### src/hdl/amp_ctrl_defines.svh
// Constants for the amplifier mode control block
`ifndef AMP_CTRL_DEFINES_SVH
`define AMP_CTRL_DEFINES_SVH
`define ADDR_FIXED 5'h1b
`define NUM_REGS 6
`define REG_R_BRIDGED 3'h0
`define REG_L_BRIDGED 3'h1
`define REG_R_SINGLE 3'h2
`define REG_L_SINGLE 3'h3
`define REG_MASK 3'h4
`define REG_CTRL 3'h5
`define GAIN_RST 8'h3f
`define MASK_RST 8'hff
`define CTRL_RST 8'h00
`define MASK_SLEEP 0
`define MASK_CFG 1
`define MASK_TONE 2
`define MASK_PWRUP 7
`define CTRL_SLEEP 0
`define CTRL_HPLINE 1
`define CTRL_MUTE 3
`define CTRL_CFG 5
`define CTRL_GSEL 6
`define CTRL_TONE 7
`define TONE_EDGES 4'h8
`define TONE_GAP_NS 50000
`define CLK_NS 50
`define TONE_GAP_CYC ((`TONE_GAP_NS) / (`CLK_NS))
`define PWRUP_CYC 16'h0100
`endif

### src/hdl/amp_ctrl_pkg.sv
// Types for the amplifier mode control block
package amp_ctrl_pkg;
   typedef enum logic [2:0] {
      ST_IDLE = 3'b000,
      ST_ADDR = 3'b001,
      ST_WR = 3'b011,
      ST_RD = 3'b010,
      ST_SKIP = 3'b110
   } i2c_state_t;
   typedef enum logic [1:0] {
      SRC_LINE = 2'h0,
      SRC_HP = 2'h1,
      SRC_TONE = 2'h2
   } src_t;
endpackage

### src/hdl/sync2.sv
// Two-flop synchroniser, one per bit
`timescale 1ns/100ps
module sync2 #(
   parameter int W = 1,
   // Reset level per bit, so idle-high lines start at their idle level
   parameter logic [W-1:0] RST_VAL = '0
) (
   input wire logic i_sys_clk,
   input wire logic i_rst_n,
   input wire logic [W-1:0] i_async,
   output logic [W-1:0] o_sync
);
   logic [W-1:0] meta_q;
   always_ff @(posedge i_sys_clk or negedge i_rst_n) begin
      if (!i_rst_n) begin
         meta_q <= RST_VAL;
         o_sync <= RST_VAL;
      end else begin
         meta_q <= i_async;
         o_sync <= meta_q;
      end
   end
endmodule

### src/hdl/tone_detect.sv
// Tone presence detector: counts rising edges, drops on silence
`timescale 1ns/100ps
`include "amp_ctrl_defines.svh"
module tone_detect #(
   parameter int GAP_CYC = `TONE_GAP_CYC
) (
   input wire logic i_sys_clk,
   input wire logic i_rst_n,
   input wire logic i_tone,
   output logic o_present
);
   logic prev_q;
   logic [3:0] edges_q;
   logic [15:0] gap_q;
   logic rise;
   assign rise = i_tone & ~prev_q;
   always_ff @(posedge i_sys_clk or negedge i_rst_n) begin
      if (!i_rst_n) begin
         prev_q <= 1'b0;
      end else begin
         prev_q <= i_tone;
      end
   end
   // Edge count, restarted whenever the input goes quiet
   always_ff @(posedge i_sys_clk or negedge i_rst_n) begin
      if (!i_rst_n) begin
         edges_q <= 4'h0;
         gap_q <= 16'h0000;
         o_present <= 1'b0;
      end else if (rise) begin
         gap_q <= 16'h0000;
         if (edges_q < `TONE_EDGES) begin
            edges_q <= edges_q + 4'h1;
         end
         if (edges_q + 4'h1 >= `TONE_EDGES) begin
            o_present <= 1'b1;
         end
      end else if (gap_q >= 16'(GAP_CYC)) begin
         edges_q <= 4'h0;
         o_present <= 1'b0;
      end else begin
         gap_q <= gap_q + 16'h0001;
      end
   end
   a_tone_after_edges: assert property (@(posedge i_sys_clk) disable iff (!i_rst_n)
      $rose(o_present) |-> $past(rise)) else $error("tone present without an edge");
   a_tone_edge_count: assert property (@(posedge i_sys_clk) disable iff (!i_rst_n)
      $rose(o_present) |-> $past(edges_q) == (`TONE_EDGES - 4'h1)) else $error("tone present too early");
endmodule

### src/hdl/amp_mode_control_i2c_slave.sv
// Amplifier mode control with I2C slave register access
`timescale 1ns/100ps
`include "amp_ctrl_defines.svh"
module amp_mode_control_i2c_slave
   import amp_ctrl_pkg::*;
#(
   parameter int GAP_CYC = `TONE_GAP_CYC
) (
   input wire logic i_sys_clk,
   input wire logic i_rst_n,
   input wire logic i_scl,
   input wire logic i_sda,
   output logic o_sda,
   output logic o_sda_oe,
   input wire logic i_output_config_select,
   input wire logic i_sleep_request_n,
   input wire logic i_system_tone_input,
   input wire logic i_addr_strap_hi,
   input wire logic i_addr_strap_lo,
   output logic o_follower_en,
   output logic o_single_ended_mode,
   output src_t o_input_src,
   output logic o_gain_bank_single,
   output logic o_tone_fixed_gain,
   output logic [5:0] o_gain_right,
   output logic [5:0] o_gain_left,
   output logic o_mute,
   output logic o_sleep
);
   // ****************************************
   // Input synchronisers
   // ****************************************
   logic [6:0] pins_s;
   logic scl_s, sda_s, cfg_s, sleep_n_s, tone_s, strap_hi_s, strap_lo_s;
   // Clock, data and sleep request idle high; a zero reset would fake edges
   sync2 #(.W(7), .RST_VAL(7'h68)) u_sync (
      .i_sys_clk(i_sys_clk),
      .i_rst_n(i_rst_n),
      .i_async({i_scl, i_sda, i_output_config_select, i_sleep_request_n,
                i_system_tone_input, i_addr_strap_hi, i_addr_strap_lo}),
      .o_sync(pins_s)
   );
   assign {scl_s, sda_s, cfg_s, sleep_n_s, tone_s, strap_hi_s, strap_lo_s} = pins_s;

   logic scl_q, sda_q;
   always_ff @(posedge i_sys_clk or negedge i_rst_n) begin
      if (!i_rst_n) begin
         scl_q <= 1'b1;
         sda_q <= 1'b1;
      end else begin
         scl_q <= scl_s;
         sda_q <= sda_s;
      end
   end
   logic scl_rise, scl_fall, start_c, stop_c;
   assign scl_rise = scl_s & ~scl_q;
   assign scl_fall = ~scl_s & scl_q;
   assign start_c = scl_s & scl_q & sda_q & ~sda_s;
   assign stop_c = scl_s & scl_q & ~sda_q & sda_s;

   // Address caught after reset release, not under the reset itself
   logic [6:0] own_addr_q;
   always_ff @(posedge i_sys_clk or negedge i_rst_n) begin
      if (!i_rst_n) begin
         own_addr_q <= 7'h00;
      end else begin
         own_addr_q <= {`ADDR_FIXED, strap_hi_s, strap_lo_s};
      end
   end

   // ****************************************
   // I2C slave engine
   // ****************************************
   i2c_state_t state_q;
   logic [3:0] bit_q;
   logic [7:0] sh_q;
   logic [2:0] idx_q;
   logic ack_q;
   logic [7:0] regs_q [`NUM_REGS];
   logic [15:0] pwrup_q;
   logic [7:0] rd_byte;
   logic [2:0] idx_nx;
   logic [7:0] rd_next;
   logic wr_strobe;
   logic [7:0] wr_byte;
   assign rd_byte = (idx_q == `REG_MASK) ? {(pwrup_q != 16'h0000), regs_q[`REG_MASK][6:0]} :
                    (idx_q < 3'(`NUM_REGS)) ? regs_q[idx_q] : 8'h00;
   assign wr_byte = {sh_q[6:0], sda_s};
   assign idx_nx = idx_q + 3'h1;
   assign rd_next = (idx_nx == `REG_MASK) ? {(pwrup_q != 16'h0000), regs_q[`REG_MASK][6:0]} :
                    (idx_nx < 3'(`NUM_REGS)) ? regs_q[idx_nx] : 8'h00;

   always_ff @(posedge i_sys_clk or negedge i_rst_n) begin
      if (!i_rst_n) begin
         state_q <= ST_IDLE;
         bit_q <= 4'h0;
         sh_q <= 8'h00;
         idx_q <= 3'h0;
         ack_q <= 1'b0;
      end else if (start_c) begin
         state_q <= ST_ADDR;
         // Start's own clock fall wraps this to zero before the first bit
         bit_q <= 4'hf;
         idx_q <= 3'h0;
         ack_q <= 1'b0;
      end else if (stop_c) begin
         state_q <= ST_IDLE;
      end else begin
         case (state_q)
            ST_ADDR, ST_WR: begin
               if (scl_rise && bit_q < 4'h8) begin
                  sh_q <= wr_byte;
               end
               if (scl_fall) begin
                  if (bit_q == 4'h7) begin
                     bit_q <= 4'h8;
                     if (state_q == ST_ADDR) begin
                        ack_q <= (sh_q[7:1] == own_addr_q);
                     end else begin
                        ack_q <= 1'b1;
                     end
                  end else if (bit_q == 4'h8) begin
                     bit_q <= 4'h0;
                     ack_q <= 1'b0;
                     if (state_q == ST_ADDR) begin
                        if (!ack_q) begin
                           state_q <= ST_SKIP;
                        end else if (sh_q[0]) begin
                           state_q <= ST_RD;
                           sh_q <= rd_byte;
                        end else begin
                           state_q <= ST_WR;
                        end
                     end else if (idx_q < 3'(`NUM_REGS)) begin
                        idx_q <= idx_q + 3'h1;
                     end
                  end else begin
                     bit_q <= bit_q + 4'h1;
                  end
               end
            end
            ST_RD: begin
               if (scl_rise && bit_q == 4'h8 && sda_s) begin
                  state_q <= ST_SKIP;
               end else if (scl_fall) begin
                  if (bit_q == 4'h8) begin
                     bit_q <= 4'h0;
                     idx_q <= idx_q + 3'h1;
                     sh_q <= rd_next;
                  end else begin
                     bit_q <= bit_q + 4'h1;
                     if (bit_q != 4'h7) begin
                        sh_q <= {sh_q[6:0], 1'b0};
                     end
                  end
               end
            end
            default: begin
            end
         endcase
      end
   end

   assign wr_strobe = (state_q == ST_WR) && scl_fall && bit_q == 4'h7 && !start_c && !stop_c;

   // Data only on SCL low phase, released for the master's ack bit
   always_ff @(posedge i_sys_clk or negedge i_rst_n) begin
      if (!i_rst_n) begin
         o_sda <= 1'b0;
         o_sda_oe <= 1'b0;
      end else begin
         o_sda <= 1'b0;
         if (start_c || stop_c) begin
            o_sda_oe <= 1'b0;
         end else if (scl_fall) begin
            if ((state_q == ST_ADDR || state_q == ST_WR) && bit_q == 4'h7) begin
               o_sda_oe <= (state_q == ST_WR) || (sh_q[7:1] == own_addr_q);
            end else if (state_q == ST_RD && bit_q != 4'h7) begin
               o_sda_oe <= bit_q == 4'h8 ? ~rd_next[7] : ~sh_q[6];
            end else if (state_q == ST_ADDR && bit_q == 4'h8 && ack_q && sh_q[0]) begin
               o_sda_oe <= ~rd_byte[7];
            end else begin
               o_sda_oe <= 1'b0;
            end
         end else if (state_q == ST_SKIP || state_q == ST_IDLE) begin
            o_sda_oe <= 1'b0;
         end
      end
   end

   // ****************************************
   // Register file
   // ****************************************
   // Bytes land in order; a short write still updates the early registers
   genvar g;
   generate
      for (g = 0; g < `NUM_REGS; g++) begin : g_reg
         localparam logic [7:0] RST = (g == `REG_MASK) ? `MASK_RST :
                                      (g == `REG_CTRL) ? `CTRL_RST : `GAIN_RST;
         always_ff @(posedge i_sys_clk or negedge i_rst_n) begin
            if (!i_rst_n) begin
               regs_q[g] <= RST;
            end else if (wr_strobe && idx_q == 3'(g)) begin
               regs_q[g] <= sh_q;
            end
         end
      end
   endgenerate

   always_ff @(posedge i_sys_clk or negedge i_rst_n) begin
      if (!i_rst_n) begin
         pwrup_q <= `PWRUP_CYC;
      end else if (pwrup_q != 16'h0000) begin
         pwrup_q <= pwrup_q - 16'h0001;
      end
   end

   // ****************************************
   // Mode resolution
   // ****************************************
   logic [7:0] mask_r, ctrl_r;
   logic tone_present, tone_on, cfg_single, sleep_req, hp_sel, gsel_single;
   assign mask_r = regs_q[`REG_MASK];
   assign ctrl_r = regs_q[`REG_CTRL];

   tone_detect #(.GAP_CYC(GAP_CYC)) u_tone (
      .i_sys_clk(i_sys_clk),
      .i_rst_n(i_rst_n),
      .i_tone(tone_s),
      .o_present(tone_present)
   );

   // Tone overrides only the outputs; stored mode is untouched, so it returns
   assign tone_on = (mask_r[`MASK_TONE] || !ctrl_r[`CTRL_TONE]) ? tone_present : 1'b1;
   assign cfg_single = mask_r[`MASK_CFG] ? cfg_s : ctrl_r[`CTRL_CFG];
   assign hp_sel = mask_r[`MASK_CFG] ? cfg_s : ctrl_r[`CTRL_HPLINE];
   assign gsel_single = mask_r[`MASK_CFG] ? cfg_s : ctrl_r[`CTRL_GSEL];
   assign sleep_req = mask_r[`MASK_SLEEP] ? !sleep_n_s : ctrl_r[`CTRL_SLEEP];

   always_ff @(posedge i_sys_clk or negedge i_rst_n) begin
      if (!i_rst_n) begin
         o_follower_en <= 1'b1;
         o_single_ended_mode <= 1'b0;
         o_input_src <= SRC_LINE;
         o_gain_bank_single <= 1'b0;
         o_tone_fixed_gain <= 1'b0;
         o_gain_right <= 6'h3f;
         o_gain_left <= 6'h3f;
         o_mute <= 1'b1;
         o_sleep <= 1'b0;
      end else if (tone_on) begin
         o_follower_en <= 1'b1;
         o_single_ended_mode <= 1'b0;
         o_input_src <= SRC_TONE;
         o_tone_fixed_gain <= 1'b1;
         o_mute <= 1'b0;
         o_sleep <= 1'b0;
      end else begin
         o_follower_en <= !cfg_single;
         o_single_ended_mode <= cfg_single;
         o_input_src <= hp_sel ? SRC_HP : SRC_LINE;
         o_gain_bank_single <= gsel_single;
         o_tone_fixed_gain <= 1'b0;
         o_gain_right <= gsel_single ? regs_q[`REG_R_SINGLE][5:0] : regs_q[`REG_R_BRIDGED][5:0];
         o_gain_left <= gsel_single ? regs_q[`REG_L_SINGLE][5:0] : regs_q[`REG_L_BRIDGED][5:0];
         o_mute <= sleep_req || ctrl_r[`CTRL_MUTE] ||
                   (gsel_single ? (|regs_q[`REG_R_SINGLE][7:6]) : (|regs_q[`REG_R_BRIDGED][7:6]));
         o_sleep <= sleep_req;
      end
   end

   // ****************************************
   // Checks
   // ****************************************
   a_tone_forces_bridged: assert property (@(posedge i_sys_clk) disable iff (!i_rst_n)
      tone_on |=> (o_input_src == SRC_TONE && o_follower_en && !o_sleep)) else $error("tone path not taken");
   a_single_tristates: assert property (@(posedge i_sys_clk) disable iff (!i_rst_n)
      (!tone_on && cfg_single) |=> (!o_follower_en && o_single_ended_mode)) else $error("single-ended mode wrong");
   a_bridged_follower: assert property (@(posedge i_sys_clk) disable iff (!i_rst_n)
      (!tone_on && !cfg_single) |=> o_follower_en) else $error("bridged follower off");
   a_sleep_mutes: assert property (@(posedge i_sys_clk) disable iff (!i_rst_n)
      (!tone_on && sleep_req) |=> (o_sleep && o_mute)) else $error("sleep not entered");
   a_nomatch_quiet: assert property (@(posedge i_sys_clk) disable iff (!i_rst_n)
      (state_q == ST_SKIP) |=> !o_sda_oe) else $error("SDA driven while ignoring");
   a_start_to_addr: assert property (@(posedge i_sys_clk) disable iff (!i_rst_n)
      start_c |=> (state_q == ST_ADDR && bit_q == 4'hf)) else $error("start missed");
   a_stop_idle: assert property (@(posedge i_sys_clk) disable iff (!i_rst_n)
      (stop_c && !start_c) |=> state_q == ST_IDLE) else $error("stop missed");
   a_write_ack: assert property (@(posedge i_sys_clk) disable iff (!i_rst_n)
      wr_strobe |=> o_sda_oe && !o_sda) else $error("data byte not acked");
endmodule

### config.mk
export PLATFORM = sky130hd
export DESIGN_NAME = amp_mode_control_i2c_slave
export DESIGN_NICKNAME = d
export VERILOG_FILES = /design/src/hdl/amp_ctrl_pkg.sv /design/src/hdl/sync2.sv /design/src/hdl/tone_detect.sv /design/src/hdl/amp_mode_control_i2c_slave.sv
export VERILOG_INCLUDE_DIRS = /design/src /design/src/hdl
export SDC_FILE = /design/constraint.sdc
export NUM_CORES = 1
export LEC_CHECK = 0
export ABC_AREA = 1
export BUFFER_PORTS_ARGS = -buffer_cell sky130_fd_sc_hd__buf_2
export CAP_MARGIN = 0
export CORE_MARGIN = 2
export CORE_UTILIZATION = 40
export CTS_CLUSTER_DIAMETER = 60
export DETAILED_ROUTE_END_ITERATION = 10
export PLACE_DENSITY_LB_ADDON = 0.2
export SLEW_MARGIN = 30
export SYNTH_ARGS = -nofsm -noshare
export SYNTH_HDL_FRONTEND = slang
export SYNTH_SLANG_ARGS = --single-unit
### constraint.sdc
create_clock -name i_sys_clk -period 2.7 [get_ports i_sys_clk]
set_clock_uncertainty 0.2 [all_clocks]
set_input_delay 0.675 -clock i_sys_clk [delete_from_list [all_inputs] [get_ports i_sys_clk]]
set_output_delay 0.675 -clock i_sys_clk [all_outputs]
set_load 0.03 [all_outputs]
==> results of run 1 <==
==> layer usage <==
layer / global-route usage / share of wire / wire length (um) / up-vias
li1: - / - / - / 3234
met1: 0.300 / 0.46 / 9480 / 3043
met2: 0.328 / 0.44 / 8980 / 185
met3: 0.0528 / 0.067 / 1380 / 38
met4: 0.0875 / 0.028 / 570 / 0
met5: 0 / 0 / 0 / -
==> kinds of logic after synthesis <==
| logic type | synth area share |
|---|---|
| fa+ha+maj | 0.0212 |
| xor+xnor | 0.0160 |
| other cells | 0.000978 |
| compound gates | 0.146 |
| buf+inv | 0.0839 |
| simple gates | 0.254 |
| flops | 0.478 |
==> final timing paths <==
path,from,to,slack [ns],depth (start not counted)
worst max-delay path,idx_q[0],sh_q[5],0.31,11
worst min-delay path,i_rst_n,idx_q[1],0.009,1
worst max register to register,idx_q[0],sh_q[5],0.31,11
worst min register to register,u_sync.o_sync[1],own_addr_q[1],0.15,0
max in group asynchronous,i_rst_n,pwrup_q[8],1.66,2
min in group i_sys_clk,u_sync.o_sync[1],own_addr_q[1],0.15,0
==> flip-flops by register name (all words and copies together), names as in the netlist, 4 cells and up <==
| register | flops |
|---|---|
| regs_q | 32 |
| bit_q | 4 |
| o_gain_right | 6 |
| sh_q | 8 |
| pwrup_q | 16 |
| u_sync.meta_q | 7 |
| u_sync.o_sync | 7 |
| o_gain_left | 6 |
| mask_r | 8 |
| u_tone.edges_q | 4 |
| ctrl_r | 8 |
| u_tone.gap_q | 16 |
==> cells in the mapped netlist (3+ instances only) <==
master | count | area, um2
o21ai_0 | 96 | 480
xor2_1 | 12 | 105
dfrtp_1 | 89 | 2230
nor3_1 | 12 | 60.1
o31ai_1 | 5 | 37.5
buf_4 | 5 | 37.5
inv_1 | 102 | 383
nand2_1 | 261 | 980
buf_2 | 18 | 90.1
nand4_1 | 13 | 81.3
clkbuf_1 | 5 | 18.8
o21ai_1 | 48 | 240
nand3_4 | 4 | 70.1
nor2_4 | 4 | 45.0
dfstp_2 | 55 | 1450
o211ai_1 | 7 | 52.6
nor2_1 | 75 | 282
nand3_1 | 61 | 305
inv_2 | 9 | 33.8
a21oi_1 | 41 | 205
ha_1 | 13 | 163
nand3_2 | 3 | 30.0
nand2_2 | 5 | 31.3
nor2_2 | 5 | 31.3
buf_6 | 6 | 67.6
==> worst max-delay path: stages, from the launching register on <==
cell      delay (ns)
dfrtp_1         0.46
ha_1            0.27
ha_1            0.35
clkinv_1        0.11
nor2_2          0.31
nand3_1         0.11
nand3_1         0.12
nand2_1         0.07
nand2_1         0.07
a21oi_1         0.06
nand2_1         0.08
o21ai_1         0.06
==> metrics by stage <==
stage | total power, mW | hold WS [ns]
final | 7.89 | 0.00934
after CTS | 7.92 | 0.00318
after global routing | 8.42 | 0.0216
after detailed placement | 5.46 | 0.135
after floorplan | 4.58 | 0.131
after global placement | 5.47 | 0.136
==> layout make-up <==
| cell class | count | area share |
|---|---|---|
| repair buffers | 48 | 0.0381 |
| flip-flops and latches | 144 | 0.422 |
| multi-input cells | 686 | 0.387 |
| well taps | 234 | 0.0337 |
| inverters | 114 | 0.0495 |
| clock buffers | 18 | 0.0505 |
| clock inverters | 14 | 0.0186 |
==> power by group <==
group	leakage [nW]	internal [mW]	switching, mW
Clock	0.296	1.47	0.941
Sequential	1.73	2.38	0.257
Combinational	1.97	0.877	1.96
Total	4.00	4.73	3.16
==> run metrics, run 1 <==
CP arrival 2.49 ns; RSZ-0062 raised after global routing false; clock sinks about 140; hpwl dp around 15000 um; Max rail drop VDD between 0.5 and 0.6 mV; crit path capture type register; max-slew violations 0; diode count 0; drt wl/cell roughly 16 um; Global Route Usage Sum 0.217; CTS buffer count 17; commonest non-fill, non-tap cell in the layout nand2_1; synthesized area 7680 um2; Fmax approximately 0.42 GHz; register cell area after layout approximately 3700 um2; Main synth FF type dfrtp_1; number of global-route vias before repair about 6300; EDFF count, synth 0; setup TNS 0 ns; Clock Latency Late Sink between 0.4 and 0.5 ns; crit start category register; most frequent cells in the layout nand2_1 (261), inv_1 (102), o21ai_0 (96); maximum fanout along the worst path 8; # rows 50; Mapped Cells between 900 and 1000; crit share post-route 0.885; non-filler instance count after layout between 1000 and 1500; worst slack at placement around 0.35 ns; first-pass GRT wire length about 34000 um; share of cells above drive strength 1 0.169; PwrDens around 910 nW/um2; # IOs 31; Placed Cells incl. Taps 1226; htree depth 4; Layout Nets about 1000; Synth Net Count 1000; port buffer count 29; fin util 0.463; Clock transition at path regs about 0.06 ns; Filler cells about 1900; Min-Delay Path Class in -> async; Leak Pwr 4.00 nW; sequential area share after synthesis 0.478; Avg Cell Area, Syn 7.86 um2; Core Area between 15000 and 20000 um2; root buf cell clkbuf_16; Layout area overhead 13.2%; PnR worst setup slack between 0.3 and 0.4 ns; Die Wd 143 um; placed inst area about 8000 um2; area of the die around 20000 um2; DRT Pass-1 Iters 5; final instance area 8690 um2; die height 143 um; setup bufs post-CTS 0; post-cts sizing count 0; Final GP Congestion about 1.0; Synth Warn # 0; actual transition at the worst max-transition pin around 0.63 ns; largest net degree at the start of global routing 49; drt drc 0; status finished clean; hold buffer count at CTS 0; worst rel slew slack 0.581; area of the multi-input gates 3370 um2; initial antenna violation count 0; final setup fails 0; routed vias 6500; CTS Buffer Depth 2; Initial DRC Count between 500 and 600; Final ANT Viol Nets 0; final count of hold timing violations 0; fin crit period roughly 2.4 ns; TritonCTS clock tree yes; Distinct cells, synth 43; Max-Cap Viols 0; grt ovf 0; Worst Path Class, Setup reg -> reg; Synth async-reset ratio 1.00; vias per cell ~5.2; Detailed Route WL between 20000 and 25000 um; Initial Utilization 0.409; flop and latch count out of synthesis ~140; Req. time, crit path between 2 and 3 ns
Power figures use the tool's default switching activity.
==> inputs of run 2 (changes only) <==
==> constraint.sdc (replaced) <==
create_clock -name i_sys_clk -period 3 [get_ports i_sys_clk]
set_clock_uncertainty 0.2 [all_clocks]
set_input_delay 0.75 -clock i_sys_clk [delete_from_list [all_inputs] [get_ports i_sys_clk]]
set_output_delay 0.75 -clock i_sys_clk [all_outputs]
set_load 0.03 [all_outputs]
==> run 2 against run 1 <==
Net effect:
- design area down 1.3%
- global-route usage shrank 0.37 points
- register-to-register slack better by 0.08 ns
- critical path depth stayed put
- critical endpoint is now sh_q[3]
- non-clock buffer count down 7
- worst hold slack better by 0.10 ns
- first-iteration DRC count is 13% lower
- final cell count is 0.56% lower
- clock-buffer cell count shrank 1
- sequential cell count unchanged
==> run metrics, run 2 (synthesis gave the netlist of run 1 again) <==
status finished clean; Min-Delay Path Class in -> async; first-pass GRT wire length 32900 um (-3.3%); Global Route Usage Sum 0.214 (-0.00373); Initial Utilization 0.409 (unchanged); Fmax 0.383 GHz (-8.4%); Layout Nets 1026 (-0.68%); Req. time, crit path 3.12 ns (+0.32 ns); largest net degree at the start of global routing 60 (+22%); initial antenna violation count 0 (unchanged); commonest non-fill, non-tap cell in the layout nand2_1; most frequent cells in the layout nand2_1 (261), inv_1 (102), o21ai_0 (96); crit path cell chain inv_2, ha_1, clkinv_1, nor2_2, nand3_1, nand3_1, nand2_1, nand2_1, a21oi_1, nand2_1, nand2_1; root buf cell clkbuf_16; PwrDens 799 nW/um2 (-12%); worst slack at placement 0.484 ns (+0.132 ns); diode count 0 (unchanged); crit share post-route 0.870 (-0.0150); die height 143 um (unchanged); CP arrival 2.73 ns (+0.24 ns); final setup fails 0 (unchanged); TritonCTS clock tree yes; setup bufs post-CTS 0 (unchanged); vias per cell 5.16 (-0.11%); # IOs 31 (unchanged); Reg2Reg Depth 11 (unchanged); RR Endpoint sh_q[3]; Placed Cells incl. Taps 1219 (-0.57%); final instance area 8580 um2 (-1.3%); maximum fanout along the worst path 19 (+11); number of global-route vias before repair 6005 (-5.4%); max-slew violations 0 (unchanged); Final ANT Viol Nets 0 (unchanged); Die Wd 143 um (unchanged); port buffer count 29 (unchanged); top flop regs regs_q x32, pwrup_q x16, u_tone.gap_q x16; share of cells above drive strength 1 0.163 (-0.00572); # rows 50 (unchanged); clock sinks 144 (unchanged); drt wl/cell 16.5 um (+1.5%); Crit path top cell by count nand2_1; Final GP Congestion 0.958 (-5.0%); Initial DRC Count 512 (-13%); CTS Buffer Depth 2 (unchanged); htree depth 4 (unchanged); Max-Cap Viols 0 (unchanged); slowest CP cell dfrtp_1; post-cts sizing count 0 (unchanged); Clock transition at path regs 0.07 ns (about the same); Leak Pwr 3.92 nW (-1.9%); CTS buffer count 17 (unchanged); placed inst area 8030 um2 (-0.80%); RSZ-0062 raised after global routing false; PnR worst setup slack 0.389 ns (+0.0794 ns); Worst Path Class, Setup reg -> reg; drt drc 0 (unchanged); hold buffer count at CTS 0 (unchanged); Largest stage delay, worst path 0.48 ns (+0.02 ns); routed vias 6457 (-0.66%); crit start category register; non-filler instance count after layout 1251 (-0.56%); Hold WS 0.112 ns (+0.102 ns); fin util 0.457 (-0.00593); final count of hold timing violations 0 (unchanged); Max rail drop VDD 0.455 mV (-12%); Clock Latency Late Sink 0.43 ns (about the same); Detailed Route WL 20600 um (+0.93%); hpwl dp 14600 um (-0.32%); FF-to-FF Start idx_q[2]; Reg with most FFs regs_q; crit path capture type register; area of the die 20300 um2 (unchanged); grt ovf 0 (unchanged); Core Area 18800 um2 (unchanged); worst rel slew slack 0.597 (+0.0155); fin crit period 2.61 ns (+0.221 ns); setup TNS 0 ns (unchanged); R2R setup slack 0.39 ns (+0.08 ns); Largest register FFs 32 (unchanged); Overall Power 6.85 mW (-13%); Layout area overhead 11.7%; actual transition at the worst max-transition pin 0.604 ns (-0.0232 ns); DRT Pass-1 Iters 7 (+2)
[run 2: layout make-up]
class | count | area (um2)
timing repair buffer | 41 | 267
sequential | 144 | 3670
inverter | 114 | 430
fill | 1879 | 10200
multi-input combinational | 686 | 3370
tap | 234 | 293
clock inverter | 15 | 129
clock buffer | 17 | 425
[run 2: worst max-delay path, delay by kind of cell (launching register included)]
kind                       cells  cell delay [ns]
buffers and inverters          2             0.49
adders and majority gates      1             0.42
DFF                            1             0.48
and+or+nand+nor                7             0.85
AOI/OAI and AO/OA              1             0.06
[run 2: layer usage]
| metal | GRT usage | up-vias | part of all wire |
|---|---|---|---|
| li1 | - | 3229 | - |
| met1 | 0.303 | 3003 | 0.47 |
| met2 | 0.310 | 187 | 0.43 |
| met3 | 0.0528 | 38 | 0.061 |
| met4 | 0.0928 | 0 | 0.032 |
| met5 | 0 | - | 0 |
[run 2: worst max-delay path by stage]
stage,slack (ns),startpoint,endpoint
2_1_floorplan,0.76,idx_q[2],sh_q[5]
3_3_place_gp,0.53,idx_q[2],sh_q[5]
3_5_place_dp,0.48,idx_q[2],sh_q[3]
4_1_cts,0.47,idx_q[2],sh_q[3]
5_1_grt,0.19,idx_q[2],sh_q[5]
6_report,0.39,idx_q[2],sh_q[3]
[run 2: power by group]
group	switching (mW)	internal (mW)	leakage, nW	total (mW)
logic	1.74	0.726	1.93	2.47
clock network	0.924	1.08	0.259	2.01
registers	0.244	2.14	1.73	2.38
==> inputs of run 3 (changes only) <==
--- a/config.mk
+++ b/config.mk
@@ -9,7 +9,6 @@
 export ABC_AREA = 1
 export BUFFER_PORTS_ARGS = -buffer_cell sky130_fd_sc_hd__buf_2
 export CAP_MARGIN = 0
-export CORE_MARGIN = 2
 export CORE_UTILIZATION = 40
 export CTS_CLUSTER_DIAMETER = 60
 export DETAILED_ROUTE_END_ITERATION = 10
==> constraint.sdc (replaced) <==
create_clock -name i_sys_clk -period 2.51 [get_ports i_sys_clk]
set_clock_uncertainty 0.2 [all_clocks]
set_input_delay 0.6275 -clock i_sys_clk [delete_from_list [all_inputs] [get_ports i_sys_clk]]
set_output_delay 0.6275 -clock i_sys_clk [all_outputs]
set_load 0.03 [all_outputs]
==> run 3 against run 2 <==
Net effect:
- sequential cell count unchanged
- largest cell class unchanged
- die area decreased by 2.8%
- sequential share of layout area decreased by 0.88 points
==> run metrics, run 3 (synthesis gave the netlist of run 1 again) <==
status finished clean; drt wl/cell 16.1 um (-2.1%); fin crit period 2.26 ns (-0.349 ns); Layout area overhead 14.1%; number of global-route vias before repair 6234 (+3.8%); Core Area 18800 um2 (unchanged); Req. time, crit path 2.61 ns (-0.51 ns); Reg with most FFs regs_q; CP arrival 2.36 ns (-0.37 ns); Leak Pwr 4.02 nW (+2.5%); Initial Utilization 0.409 (unchanged); WP buf/inv 1 (-1); Clock Power Share 0.325 (+0.032); RSZ-0062 raised after global routing false; Max-Cap Viols 0 (unchanged); max-slew violations 0 (unchanged); cell family with most CP delay adder cells; clock sinks 144 (unchanged); crit path capture type register; Layout Nets 1036 (+0.97%); vias per cell 5.13 (-0.52%); Min-Delay Path Class in -> reg; fin util 0.467 (+0.00960); Detailed Route WL 20300 um (-1.3%); Final GP Congestion 0.900 (-6.1%); # rows 50 (unchanged); most frequent cells in the layout nand2_1 (261), inv_1 (102), o21ai_0 (96); diode count 0 (unchanged); Worst Path Class, Setup reg -> reg; Net Switching 3.40 mW (+17%); share of cells above drive strength 1 0.169 (+0.00620); setup TNS 0 ns (unchanged); first-pass GRT wire length 33900 um (+3.0%); CTS Buffer Depth 2 (unchanged); port buffer count 29 (unchanged); drt drc 0 (unchanged); initial antenna violation count 0 (unchanged); # IOs 31 (unchanged); PwrDens 995 nW/um2 (+25%); worst rel slew slack 0.607 (+0.0102); Switching Share 0.390 (-0.0341); root buf cell clkbuf_16; Final ANT Viol Nets 0 (unchanged); Int Pwr 5.32 mW (+35%); crit start category register; crit share post-route 0.901 (+0.0310); actual transition at the worst max-transition pin 0.588 ns (-0.0153 ns); Largest stage delay, worst path 0.46 ns (-0.02 ns); hpwl dp 14300 um (-1.8%); DRT Pass-1 Iters 6 (-1); final setup fails 0 (unchanged); Comb power frac 0.354 (-0.006); Clock transition at path regs 0.06 ns (about the same); area of the die 19800 um2 (-2.8%); die height 141 um (-1.4%); routed vias 6475 (+0.28%); Max rail drop VDD 0.579 mV (+27%); Seq pwr share 0.322 (-0.026); largest net degree at the start of global routing 51 (-15%); grt ovf 0 (unchanged); Largest register FFs 32 (unchanged); Fmax 0.442 GHz (+15%); Crit path top cell by count nand2_1; Initial DRC Count 460 (-10%); final count of hold timing violations 0 (unchanged); htree depth 4 (unchanged); CTS buffer count 17 (unchanged); top flop regs regs_q x32, pwrup_q x16, u_tone.gap_q x16; crit path cell chain ha_1, ha_1, clkinv_1, nor2_4, nand3_1, nand3_1, nand2_1, nand2_1, a21oi_1, nand2_1, o21ai_1; TritonCTS clock tree yes; slowest CP cell dfrtp_1; Die Wd 141 um (-1.4%); maximum fanout along the worst path 7 (-12); Global Route Usage Sum 0.224 (+0.0103); Clock Latency Late Sink 0.43 ns (about the same); commonest non-fill, non-tap cell in the layout nand2_1
==> run 3: cell count changes in the layout (fill, tap and decap cells not counted), sizes merged <==
| cell | previous run | this run |
|---|---|---|
| clkbuf | 17 | 19 |
| dlygate4sd3 | 0 | 1 |
| clkinvlp | 5 | 3 |
| inv | 119 | 114 |
| buf | 41 | 50 |
| bufinv | 0 | 5 |
==> run 3: power groups by stage <==
| stage | registers, mW | logic, mW | clock network [mW] |
|---|---|---|---|
| floorplan | 2.80 | 2.12 | 0 |
| global placement | 2.83 | 3.03 | 0 |
| detailed placement | 2.84 | 3.04 | 0 |
| CTS | 2.81 | 3.05 | 2.88 |
| global route | 2.84 | 3.49 | 2.99 |
| finish | 2.81 | 3.08 | 2.83 |
==> run 3: final timing paths <==
check / start / to / slack [ns] / cells after the start
worst max-delay path: idx_q[0] / sh_q[5] / 0.25 / 11
worst min-delay path: i_sleep_request_n / u_sync.meta_q[3] / 0.09 / 1
worst max register to register: idx_q[0] / sh_q[5] / 0.25 / 11
worst min register to register: u_sync.o_sync[1] / own_addr_q[1] / 0.14 / 0
max in group asynchronous: i_rst_n / mask_r[2] / 0.96 / 3
min in group asynchronous: i_rst_n / sh_q[4] / 0.48 / 2
==> run 3: layout make-up <==
class                   instances  area (um2)
flip-flops and latches        144        3670
fillers                      1894       10000
inverters                     114         430
clock buffers                  19         443
clock inverters                13         209
well taps                     234         293
repair buffers                 51         344
multi-input cells             686        3370
==> run 3: routing by layer <==
layer,track usage,vias to the layer above,part of all wire
met1,0.308,3015,0.48
li1,-,3243,-
met5,0,-,0
met4,0.0944,0,0.031
met2,0.342,174,0.44
met3,0.0479,43,0.050
==> run 3: worst register-to-register path, cell delays in order (launching register included) <==
cell and delay, ns:
dfrtp_1 0.46, ha_1 0.25, ha_1 0.37, clkinv_1 0.15, nor2_4 0.21, nand3_1 0.11
nand3_1 0.10, nand2_1 0.06, nand2_1 0.06, a21oi_1 0.06, nand2_1 0.06, o21ai_1 0.05
==> run 3: what timing repair did <==
action | 4_1_cts | 5_1_grt
setup endpoints to repair | 0 | 1
gates resized for setup | 0 | 1
setup buffers | 0 | 0
hold buffers | 1 | 0
hold endpoints to repair | 5 | 0
==> run 3: per-stage QoR <==
| step | std cells | hold WS, ns | setup slack, ns | cell area, um2 | power [mW] |
|---|---|---|---|---|---|
| after global routing | 1261 | 0.0717 | 0.0550 | 8760 | 9.32 |
| final | 1261 | 0.0876 | 0.248 | 8760 | 8.72 |
| after floorplan | 978 | 0.131 | 0.267 | 7680 | 4.92 |
| after CTS | 1261 | 0.0713 | 0.189 | 8760 | 8.74 |
| after global placement | 1228 | 0.135 | 0.251 | 8100 | 5.86 |
| after detailed placement | 1228 | 0.135 | 0.205 | 8100 | 5.88 |
